File: config.mk
export PLATFORM = sky130hd
export DESIGN_NAME = asramc_ctrl
export DESIGN_NICKNAME = d
export VERILOG_FILES = /design/src/logic/asramc_ctrl.v /design/src/logic/asramc_span.v
export VERILOG_INCLUDE_DIRS = /design/src /design/src/logic
export SDC_FILE = /design/constraint.sdc
export NUM_CORES = 1
export LEC_CHECK = 0
export BUFFER_PORTS_ARGS = -buffer_cell sky130_fd_sc_hd__buf_4
export CAP_MARGIN = 5
export CORE_UTILIZATION = 28
export CTS_BUF_LIST = sky130_fd_sc_hd__clkbuf_4 sky130_fd_sc_hd__clkbuf_8
export CTS_CLUSTER_DIAMETER = 150
export CTS_CLUSTER_SIZE = 12
export DETAILED_ROUTE_END_ITERATION = 6
export RECOVER_POWER = 100
export SYNTH_ARGS = -nofsm -noshare
export SYNTH_HDL_FRONTEND = slang
export SYNTH_SLANG_ARGS = --single-unit
File: constraint.sdc
create_clock -name clk -period 3.4 [get_ports clk]
set_input_delay 0.34 -clock clk [delete_from_list [all_inputs] [get_ports clk]]
set_output_delay 0.34 -clock clk [all_outputs]
set_load 0.005 [all_outputs]
File: src/logic/asramc_consts.vh
// Constants for the asynchronous static memory word-port controller
`ifndef ASRAMC_CONSTS_VH
`define ASRAMC_CONSTS_VH

// ****************************************************************
// Geometry
// ****************************************************************
`define ASRAMC_ADDR_W 19
`define ASRAMC_DATA_W 16
`define ASRAMC_WORDS 524288

// ****************************************************************
// Clock period in ps, pin timing in ns
// ****************************************************************
`define ASRAMC_CLK_PS 25000
`define ASRAMC_T_RC_NS 55
`define ASRAMC_T_WC_NS 55
`define ASRAMC_T_WP_NS 45
`define ASRAMC_T_AW_NS 50
`define ASRAMC_T_CW_NS 50
`define ASRAMC_T_BW_NS 45
`define ASRAMC_T_DW_NS 25
`define ASRAMC_T_WHZ_NS 20
`define ASRAMC_T_OHZ_NS 20
`define ASRAMC_T_CHZ_NS 20

// Least times round up to whole cycles
`define ASRAMC_CYC_UP(ns) (((ns) * 1000 + `ASRAMC_CLK_PS - 1) / `ASRAMC_CLK_PS)
`define ASRAMC_RD_CYC `ASRAMC_CYC_UP(`ASRAMC_T_RC_NS)
`define ASRAMC_WP_CYC `ASRAMC_CYC_UP(`ASRAMC_T_WHZ_NS + `ASRAMC_T_DW_NS)
`define ASRAMC_REL_CYC `ASRAMC_CYC_UP(`ASRAMC_T_OHZ_NS)

`endif

File: src/logic/asramc_ctrl.v
// Host controller driving an asynchronous 512K x 16 static memory by its pins
`timescale 1ns/1ps
`include "asramc_consts.vh"

// What this block does
// - write_strobe_n stays high throughout every read.
// - word_index changes only while write_strobe_n and chip_select_n are high.
// - word_index is set one cycle before selects assert.
// - Index valid before and through the strobe; write cycle at least 55 ns.
// - Chip selects active across the whole strobe, well over 50 ns.
// - Lanes and strobe held at least 45 ns.
// - Strobe width covers turn-off plus data overlap, 45 ns.
// - Data drive only while output gate is high and release time has passed.
// - Retention request deselects through chip_select_n before ack.
module asramc_ctrl #(
	parameter AW = `ASRAMC_ADDR_W,
	parameter DW = `ASRAMC_DATA_W
) (
	input wire clk,
	input wire rst,
	input wire req_valid,
	input wire req_write,
	input wire [AW-1:0] req_index,
	input wire [DW-1:0] req_wdata,
	input wire [1:0] req_lanes,
	input wire retain_req,
	output reg req_ready,
	output reg rsp_valid,
	output reg [DW-1:0] rsp_rdata,
	output reg retain_ack,
	output reg [AW-1:0] word_index,
	output reg chip_select_n,
	output reg chip_select_hi,
	output reg write_strobe_n,
	output reg output_gate_n,
	output reg low_lane_n,
	output reg high_lane_n,
	output reg [DW-1:0] data_lines_out,
	output reg data_lines_oe,
	input wire [DW-1:0] data_lines_in
);

	// ****************************************************************
	// States
	// ****************************************************************
	localparam [6:0] S_IDLE = 7'h01;
	localparam [6:0] S_SETUP = 7'h02;
	localparam [6:0] S_READ = 7'h04;
	localparam [6:0] S_WRITE = 7'h08;
	localparam [6:0] S_RECOV = 7'h10;
	localparam [6:0] S_RETAIN = 7'h20;
	localparam [6:0] S_REL = 7'h40;

	// Counts stay well under sixteen cycles, so four bits of the span timer suffice
	localparam integer RD_CYC_I = `ASRAMC_RD_CYC;
	localparam integer WP_CYC_I = `ASRAMC_WP_CYC;
	localparam integer REL_CYC_I = `ASRAMC_REL_CYC;
	localparam [3:0] RD_CYC = RD_CYC_I[3:0];
	localparam [3:0] WP_CYC = WP_CYC_I[3:0];
	localparam [3:0] REL_CYC = REL_CYC_I[3:0];

	reg [6:0] state;
	reg [1:0] req_lanes_q;
	reg is_write;
	reg [DW-1:0] rd_sync1;
	reg [DW-1:0] rd_sync2;
	reg span_load;
	reg [3:0] span_count;
	wire span_done;

	asramc_span #(
		.W(4)
	) u_span (
		.clk(clk),
		.rst(rst),
		.load(span_load),
		.count(span_count),
		.done(span_done)
	);

	// ****************************************************************
	// Read data capture
	// ****************************************************************
	// Pin inputs pass two flops; the extra delay is covered by sampling late
	always @(posedge clk or posedge rst) begin
		if (rst) begin
			rd_sync1 <= {DW{1'b0}};
			rd_sync2 <= {DW{1'b0}};
		end else begin
			rd_sync1 <= data_lines_in;
			rd_sync2 <= rd_sync1;
		end
	end

	// ****************************************************************
	// Sequencer
	// ****************************************************************
	always @(posedge clk or posedge rst) begin
		if (rst) begin
			state <= S_IDLE;
			is_write <= 1'b0;
			req_ready <= 1'b0;
			rsp_valid <= 1'b0;
			rsp_rdata <= {DW{1'b0}};
			retain_ack <= 1'b0;
			word_index <= {AW{1'b0}};
			chip_select_n <= 1'b1;
			chip_select_hi <= 1'b0;
			write_strobe_n <= 1'b1;
			output_gate_n <= 1'b1;
			low_lane_n <= 1'b1;
			high_lane_n <= 1'b1;
			data_lines_out <= {DW{1'b0}};
			data_lines_oe <= 1'b0;
			span_load <= 1'b0;
			span_count <= 4'h0;
		end else begin
			span_load <= 1'b0;
			rsp_valid <= 1'b0;
			req_ready <= 1'b0;
			case (state)
			S_IDLE: begin
				if (retain_req) begin
					chip_select_n <= 1'b1;
					chip_select_hi <= 1'b0;
					retain_ack <= 1'b1;
					state <= S_RETAIN;
				end else if (req_valid) begin
					// chip_select_n is high and chip_select_hi low here, so the index may move
					word_index <= req_index;
					is_write <= req_write;
					data_lines_out <= req_wdata;
					req_ready <= 1'b1;
					state <= S_SETUP;
				end else begin
					req_ready <= 1'b0;
				end
			end
			S_SETUP: begin
				chip_select_n <= 1'b0;
				chip_select_hi <= 1'b1;
				low_lane_n <= ~req_lanes_q[0];
				high_lane_n <= ~req_lanes_q[1];
				output_gate_n <= is_write;
				span_load <= 1'b1;
				span_count <= is_write ? WP_CYC : RD_CYC + 4'h2;
				if (is_write) begin
					data_lines_oe <= 1'b1;
					state <= S_WRITE;
				end else begin
					state <= S_READ;
				end
			end
			S_WRITE: begin
				write_strobe_n <= 1'b0;
				if (span_done) begin
					write_strobe_n <= 1'b1;
					state <= S_RECOV;
				end
			end
			S_READ: begin
				if (span_done) begin
					rsp_rdata <= rd_sync2;
					rsp_valid <= 1'b1;
					state <= S_RECOV;
				end
			end
			S_RECOV: begin
				// Strobe rises before selects drop and data stops driving
				chip_select_n <= 1'b1;
				chip_select_hi <= 1'b0;
				low_lane_n <= 1'b1;
				high_lane_n <= 1'b1;
				output_gate_n <= 1'b1;
				data_lines_oe <= 1'b0;
				span_load <= 1'b1;
				span_count <= REL_CYC;
				state <= S_REL;
			end
			S_REL: begin
				if (span_done) begin
					state <= S_IDLE;
				end
			end
			S_RETAIN: begin
				if (!retain_req) begin
					retain_ack <= 1'b0;
					span_load <= 1'b1;
					span_count <= RD_CYC;
					state <= S_REL;
				end
			end
			default: begin
				state <= S_IDLE;
			end
			endcase
		end
	end

	// ****************************************************************
	// Lane capture
	// ****************************************************************
	always @(posedge clk or posedge rst) begin
		if (rst) begin
			req_lanes_q <= 2'h0;
		end else if (state == S_IDLE && req_valid && !retain_req) begin
			req_lanes_q <= req_lanes;
		end
	end

endmodule // asramc_ctrl

File: src/logic/asramc_span.v
// Down counter that times one phase of a memory cycle
`timescale 1ns/1ps

module asramc_span #(
	parameter W = 4
) (
	input wire clk,
	input wire rst,
	input wire load,
	input wire [W-1:0] count,
	output reg done
);

	reg [W-1:0] left;

	always @(posedge clk or posedge rst) begin
		if (rst) begin
			left <= {W{1'b0}};
			done <= 1'b0;
		end else if (load) begin
			left <= count;
			done <= 1'b0;
		end else if (left != {W{1'b0}}) begin
			left <= left - {{(W-1){1'b0}}, 1'b1};
			done <= (left == {{(W-1){1'b0}}, 1'b1});
		end else begin
			done <= 1'b0;
		end
	end

endmodule // asramc_span

==> results.json, run 1 <==
{
  "drt-pass1-iter-count": 4,
  "worstSetupPathType": "register to register",
  "power.internal_mw": 2.79,
  "die_x_um": 124,
  "final_max_slew_viol_count": 64,
  "syn_to_final_growth_pct": 27.3,
  "hold_viol": 0,
  "synthTopCellsByArea": "dfrtp_1 64%, mux2_2 9.5%, mux2_4 7.2%",
  "relSlewSlack_pct": -60.5,
  "status": "finished with violations",
  "die-area_um2": 15400,
  "synth_async_sr_flop_share_pct": 100,
  "drt_wl_total_um": 7870,
  "p_seq_share_pct": 49.4,
  "worst_pin_slew_ps": 2410,
  "skew_ps": 9.67,
  "path_clk_slew_ps": 110,
  "switching_share_pct": 30.6,
  "p_per_area_nw_per_um2": 759,
  "cts_buffers": 9,
  "fin_crit_sh_pct": 81.1,
  "r2r-start": "state[6]",
  "netlist_area_um2": 4160,
  "start_kind": "register",
  "grt_antenna_before_repair": 0,
  "routedWlPerCell_um": 13.7,
  "peakVddDrop_mv": 0.337,
  "vias": 2487,
  "drtAntennaViolNets": 0,
  "yosysSeqAreaShare_pct": 67.5,
  "period_needed_ps": 2760,
  "yosys_warnings": 0,
  "overflow": 0,
  "htree_num_levels": 3,
  "setup_tns_ps": 0,
  "start_util_pct": 28.6,
  "synth_top_cell_area_share_pct": 63.7,
  "ys_types": 47,
  "worstPathArrival_ps": 3030,
  "grt_pass1_vias": 2433,
  "grt_max_degree": 65,
  "diodes": 0,
  "routabilityCongestion": 0.747,
  "synth-edff-count": 0,
  "fmax_mhz": 363,
  "ios": 119,
  "power.leakage_nw": 2.54,
  "cts_tree": "done",
  "cts_hold_buffers": 0,
  "r2r_setup_slack_ps": 640,
  "drc": 0,
  "hpwlAfterDp_um": 5490,
  "final_nets": 444,
  "synth_ff_type": "dfrtp_1",
  "clockRootBuffer": "clkbuf_8",
  "hp-class": "primary input to register",
  "cts_sinks": 112,
  "post_cts_buffers": 0,
  "num_rows": 44,
  "r2r-end": "data_lines_out[12]",
  "ys_seq_elements": 112,
  "violations": "max-capacitance violations, max-slew violations",
  "synth.most_common_cell": "dfrtp_1",
  "crit_fanout": 38,
  "avgSynthCellArea_um2": 15.8,
  "finalSetupViolCount": 0,
  "synthTopCellsByCount": "106 x dfrtp_1, 35 x mux2_2, 20 x mux2_4, 10 x inv_1, 9 x nand2_1",
  "grt_usage_pct": 10.7,
  "port_buffers": 118,
  "whs_endpoint": "rd_sync1[10]",
  "avgViaCountPerCell": 4.34,
  "die_h_um": 124,
  "layout-drive-gt1-share_pct": 42.9,
  "required_ps": 3670,
  "maxCapViolCount": 1,
  "worst_setup_path_end_kind": "register",
  "syn_inst": 264,
  "p_switching_mw": 1.23,
  "grt_pass1_wl_um": 12300,
  "synth.net_count": 324,
  "pwr-share-clk_pct": 20.8,
  "r2r.worst_path.cells": 4,
  "grt_setup_unrepaired": "no",
  "hold_path_depth": 1,
  "pwr-share-comb_pct": 29.8,
  "finalPower_mw": 4.02,
  "synth_top_cell_by_area": "dfrtp_1",
  "min_from": "data_lines_in[10]",
  "clk_latency_ps": 380,
  "ctsResizeCount": 0,
  "drt_iter0_markers": 135,
  "core_area_um2": 14500,
  "cts_buffer_depth": 2
}
==> cell usage in the layout, fill, tap and decap left out, types with 3 or more instances in the layout <==
master and n:
buf_4 41, clkbuf_4 64, dfrtp_1 106, a21oi_1 4
clkbuf_8 9, o211ai_1 3, dfstp_2 5, xor2_1 3
nand2_1 9, nand4b_1 4, nor2_1 5, clkbuf_1 13
nor3b_1 3, inv_1 10, and3_1 3, mux2_1 20
a21o_1 3, mux2_2 35, o21ai_0 5
==> critical path: stages (launching register included) <==
cell	delay [ps]
dfrtp_1	470
nor3_4	390
nand4b_1	350
or3b_2	960
mux2_1	460
==> metal layers <==
metal	track usage (%)	up-vias	share of wire, %
li1	-	1167	-
met1	14.2	1225	44
met2	15.2	80	47
met3	4.30	15	7.0
met4	4.84	0	1.9
met5	0	-	0
==> power by group through the flow <==
stage	clock network (mW)	registers [mW]	logic (mW)
2_1_floorplan	0	1.98	0.813
3_3_place_gp	0	2.01	1.39
3_5_place_dp	0	2.03	1.42
4_1_cts	0.884	2.01	1.42
5_1_grt	0.940	2.04	1.34
6_report	0.839	1.99	1.20
==> registers in the layout, indices dropped and copies added (netlist names), 2 cells and up <==
signal          flops
data_lines_out     16
rd_sync1           16
rd_sync2           16
req_lanes_q         2
rsp_rdata          16
span_count          3
state               7
u_span.left         4
word_index         19
==> worst max-delay path by stage <==
stage / start / slack [ps] / to / cells past startpoint
final: state[6] / 640 / data_lines_out[12] / 4
after global routing: state[1] / 420 / rsp_rdata[7] / 4
after CTS: state[6] / 720 / data_lines_out[12] / 4
after detailed placement: state[6] / 730 / data_lines_out[12] / 4
after global placement: state[2] / 790 / word_index[0] / 4
after floorplan: rst / 110 / chip_select_hi / 1
==> cell families after synthesis <==
logic type | after synthesis | share of synthesized area [%]
AOI/OAI and AO/OA | 31 | 5.41
xor gates and xnor gates | 4 | 0.842
adders and majority gates | 2 | 0.601
buffers and inverters | 20 | 2.58
DFF | 112 | 67.5
muxes | 55 | 16.7
and+or+nand+nor | 40 | 6.37
==> cell type report <==
class	instances	area, µm²
multi-input cells	132	1150
clock buffers	9	124
clock inverters	7	91.3
inverters	10	37.5
repair buffers	119	857
flip-flops and latches	112	2810
well taps	184	230
fillers	1445	9240
==> stage by stage <==
step | std cells | hold slack [ps] | util (%) | cell area (µm²) | setup slack [ps]
after floorplan | 264 | 331 | - | 4160 | 111
after global placement | 557 | 332 | 36.0 | 5230 | 791
after detailed placement | 557 | 335 | 36.0 | 5230 | 731
after CTS | 573 | 23.0 | 37.5 | 5450 | 718
after global routing | 573 | 30.1 | 36.5 | 5300 | 416
final | 573 | 78.0 | 36.5 | 5300 | 643
No activity file was read; power rests on OpenSTA's default activity.
==> run 2, diff against run 1 <==
==> constraint.sdc (replaced) <==
create_clock -name clk -period 2.8 [get_ports clk]
set_input_delay 0.28 -clock clk [delete_from_list [all_inputs] [get_ports clk]]
set_output_delay 0.28 -clock clk [all_outputs]
set_load 0.005 [all_outputs]
==> run 2 against run 1 <==
The run still ends with max-capacitance violations, max-slew violations left. Total power up 25%. Register-to-register slack worse by 250 ps. Via count up 2.5%. Maximum frequency up 14%. Routed wire length up 1.5%. Final cell count up 3.3%. Hold slack better by 21 ps. Critical path depth up 1. Setup slack worse by 250 ps. Highest routed layer unchanged.
==> results.json, run 2 (synthesis results as in run 1) <==
{
  "setup_tns_ps": 0,
  "path_cells": "nor3_4 > nand4b_4 > or3b_2 > buf_4 > mux2_1",
  "avgViaCountPerCell": 4.31,
  "grt_usage_pct": 11.0,
  "status": "finished with violations",
  "ios": 119,
  "p_per_area_nw_per_um2": 910,
  "port_buffers": 118,
  "largest_reg_flops": 19,
  "skew_ps": 12.2,
  "final_common_cell": "dfrtp_1",
  "clk_latency_ps": 390,
  "drt_wl_total_um": 7980,
  "maxCapViolCount": 1,
  "grt_setup_unrepaired": "no",
  "critical-path-max-stage-delay_ps": 500,
  "finalPower_mw": 5.01,
  "fill_cells": 1445,
  "grt_antenna_before_repair": 0,
  "cts_buffers": 9,
  "grt_max_degree": 43,
  "cts_tree": "done",
  "worstPathArrival_ps": 2680,
  "drt_iter0_markers": 101,
  "die_h_um": 124,
  "fmax_mhz": 415,
  "worstSetupPathType": "register to register",
  "mostFrequentLayoutCells": "106 x dfrtp_1, 64 x clkbuf_4, 43 x buf_4",
  "crit_fanout": 38,
  "cts_buffer_depth": 2,
  "routedWlPerCell_um": 13.5,
  "grt_pass1_vias": 2567,
  "layout-drive-gt1-share_pct": 42.2,
  "final_nets": 463,
  "dp.cells": 560,
  "diodes": 0,
  "die_x_um": 124,
  "hold_viol": 0,
  "grt_pass1_wl_um": 12600,
  "final_max_slew_viol_count": 36,
  "period_needed_ps": 2410,
  "htree_num_levels": 3,
  "die-area_um2": 15400,
  "peakVddDrop_mv": 0.404,
  "cts_sinks": 112,
  "worst_setup_path_end_kind": "register",
  "drt-pass1-iter-count": 4,
  "fin_crit_sh_pct": 86.1,
  "start_util_pct": 28.6,
  "core_area_um2": 14500,
  "drc": 0,
  "drtAntennaViolNets": 0,
  "top_register": "word_index",
  "slowest_stage": "or3b_2",
  "num_rows": 44,
  "finalSetupViolCount": 0,
  "clockRootBuffer": "clkbuf_8",
  "start_kind": "register",
  "overflow": 0,
  "violations": "max-capacitance violations, max-slew violations",
  "path_clk_slew_ps": 110,
  "worst_pin_slew_ps": 1560,
  "routabilityCongestion": 0.768,
  "relSlewSlack_pct": -4.26,
  "syn_to_final_growth_pct": 32.3,
  "power.leakage_nw": 2.64,
  "vias": 2550,
  "hpwlAfterDp_um": 5580,
  "final_cells": 592,
  "hp-class": "primary input to register",
  "ctsResizeCount": 0,
  "required_ps": 3070
}
==> run 2: routing by layer <==
layer / up-vias / global-route usage [%] / part of all wire [%]
li1: 1205 / - / -
met1: 1256 / 13.5 / 43
met2: 77 / 16.5 / 47
met3: 12 / 5.04 / 7.6
met4: 0 / 4.69 / 1.8
met5: - / 0 / 0
==> run 2: repair_timing <==
| action | CTS | global route |
|---|---|---|
| endpoints found under the hold margin | 16 | 0 |
| hold buffers | 16 | 0 |
| buffers inserted | 0 | 0 |
==> run 2: metrics by stage <==
| step | setup slack [ps] | hold slack (ps) | area (µm²) | utilization [%] |
|---|---|---|---|---|
| 2_1_floorplan | 688 | 311 | 4170 | - |
| 6_report | 390 | 99.5 | 5510 | 37.9 |
| 4_1_cts | 379 | 40.1 | 5660 | 39.0 |
| 5_1_grt | 253 | 64.9 | 5510 | 37.9 |
| 3_3_place_gp | 445 | 332 | 5270 | 36.2 |
| 3_5_place_dp | 400 | 336 | 5270 | 36.2 |
==> run 2: critical path: cells and delay by family, from the launching register on <==
family	cells	cell delay (ps)
simple gates	3	1130
mux	1	380
flops	1	470
buf+inv	1	280
==> run 2: final timing paths <==
path / cells after the start / startpoint / slack (ps) / end
setup reg to reg: 5 / state[6] / 390 / data_lines_out[4]
hold / removal: 2 / req_lanes[0] / 100 / req_lanes_q[0]
hold reg to reg: 0 / rd_sync1[6] / 360 / rd_sync2[6]
min in group asynchronous: 2 / rst / 250 / rd_sync1[2]
max in group asynchronous: 3 / rst / 950 / rd_sync2[7]
setup / recovery: 5 / state[6] / 390 / data_lines_out[4]
==> run 2: final cells by class <==
class / count / area [µm²] / area share, %
flip-flops and latches: 112 / 2810 / 51.0
multi-input cells: 132 / 1170 / 21.2
repair buffers: 138 / 1020 / 18.6
well taps: 184 / 230 / 4.18
clock buffers: 9 / 124 / 2.25
clock inverters: 7 / 113 / 2.04
inverters: 10 / 38.8 / 0.704
==> run 2: where the power goes <==
part | leakage, nW | internal [mW] | total, mW | switching, mW
Combinational | 1.16 | 0.879 | 1.50 | 0.621
Sequential | 1.36 | 2.11 | 2.41 | 0.304
Clock | 0.115 | 0.522 | 1.10 | 0.580
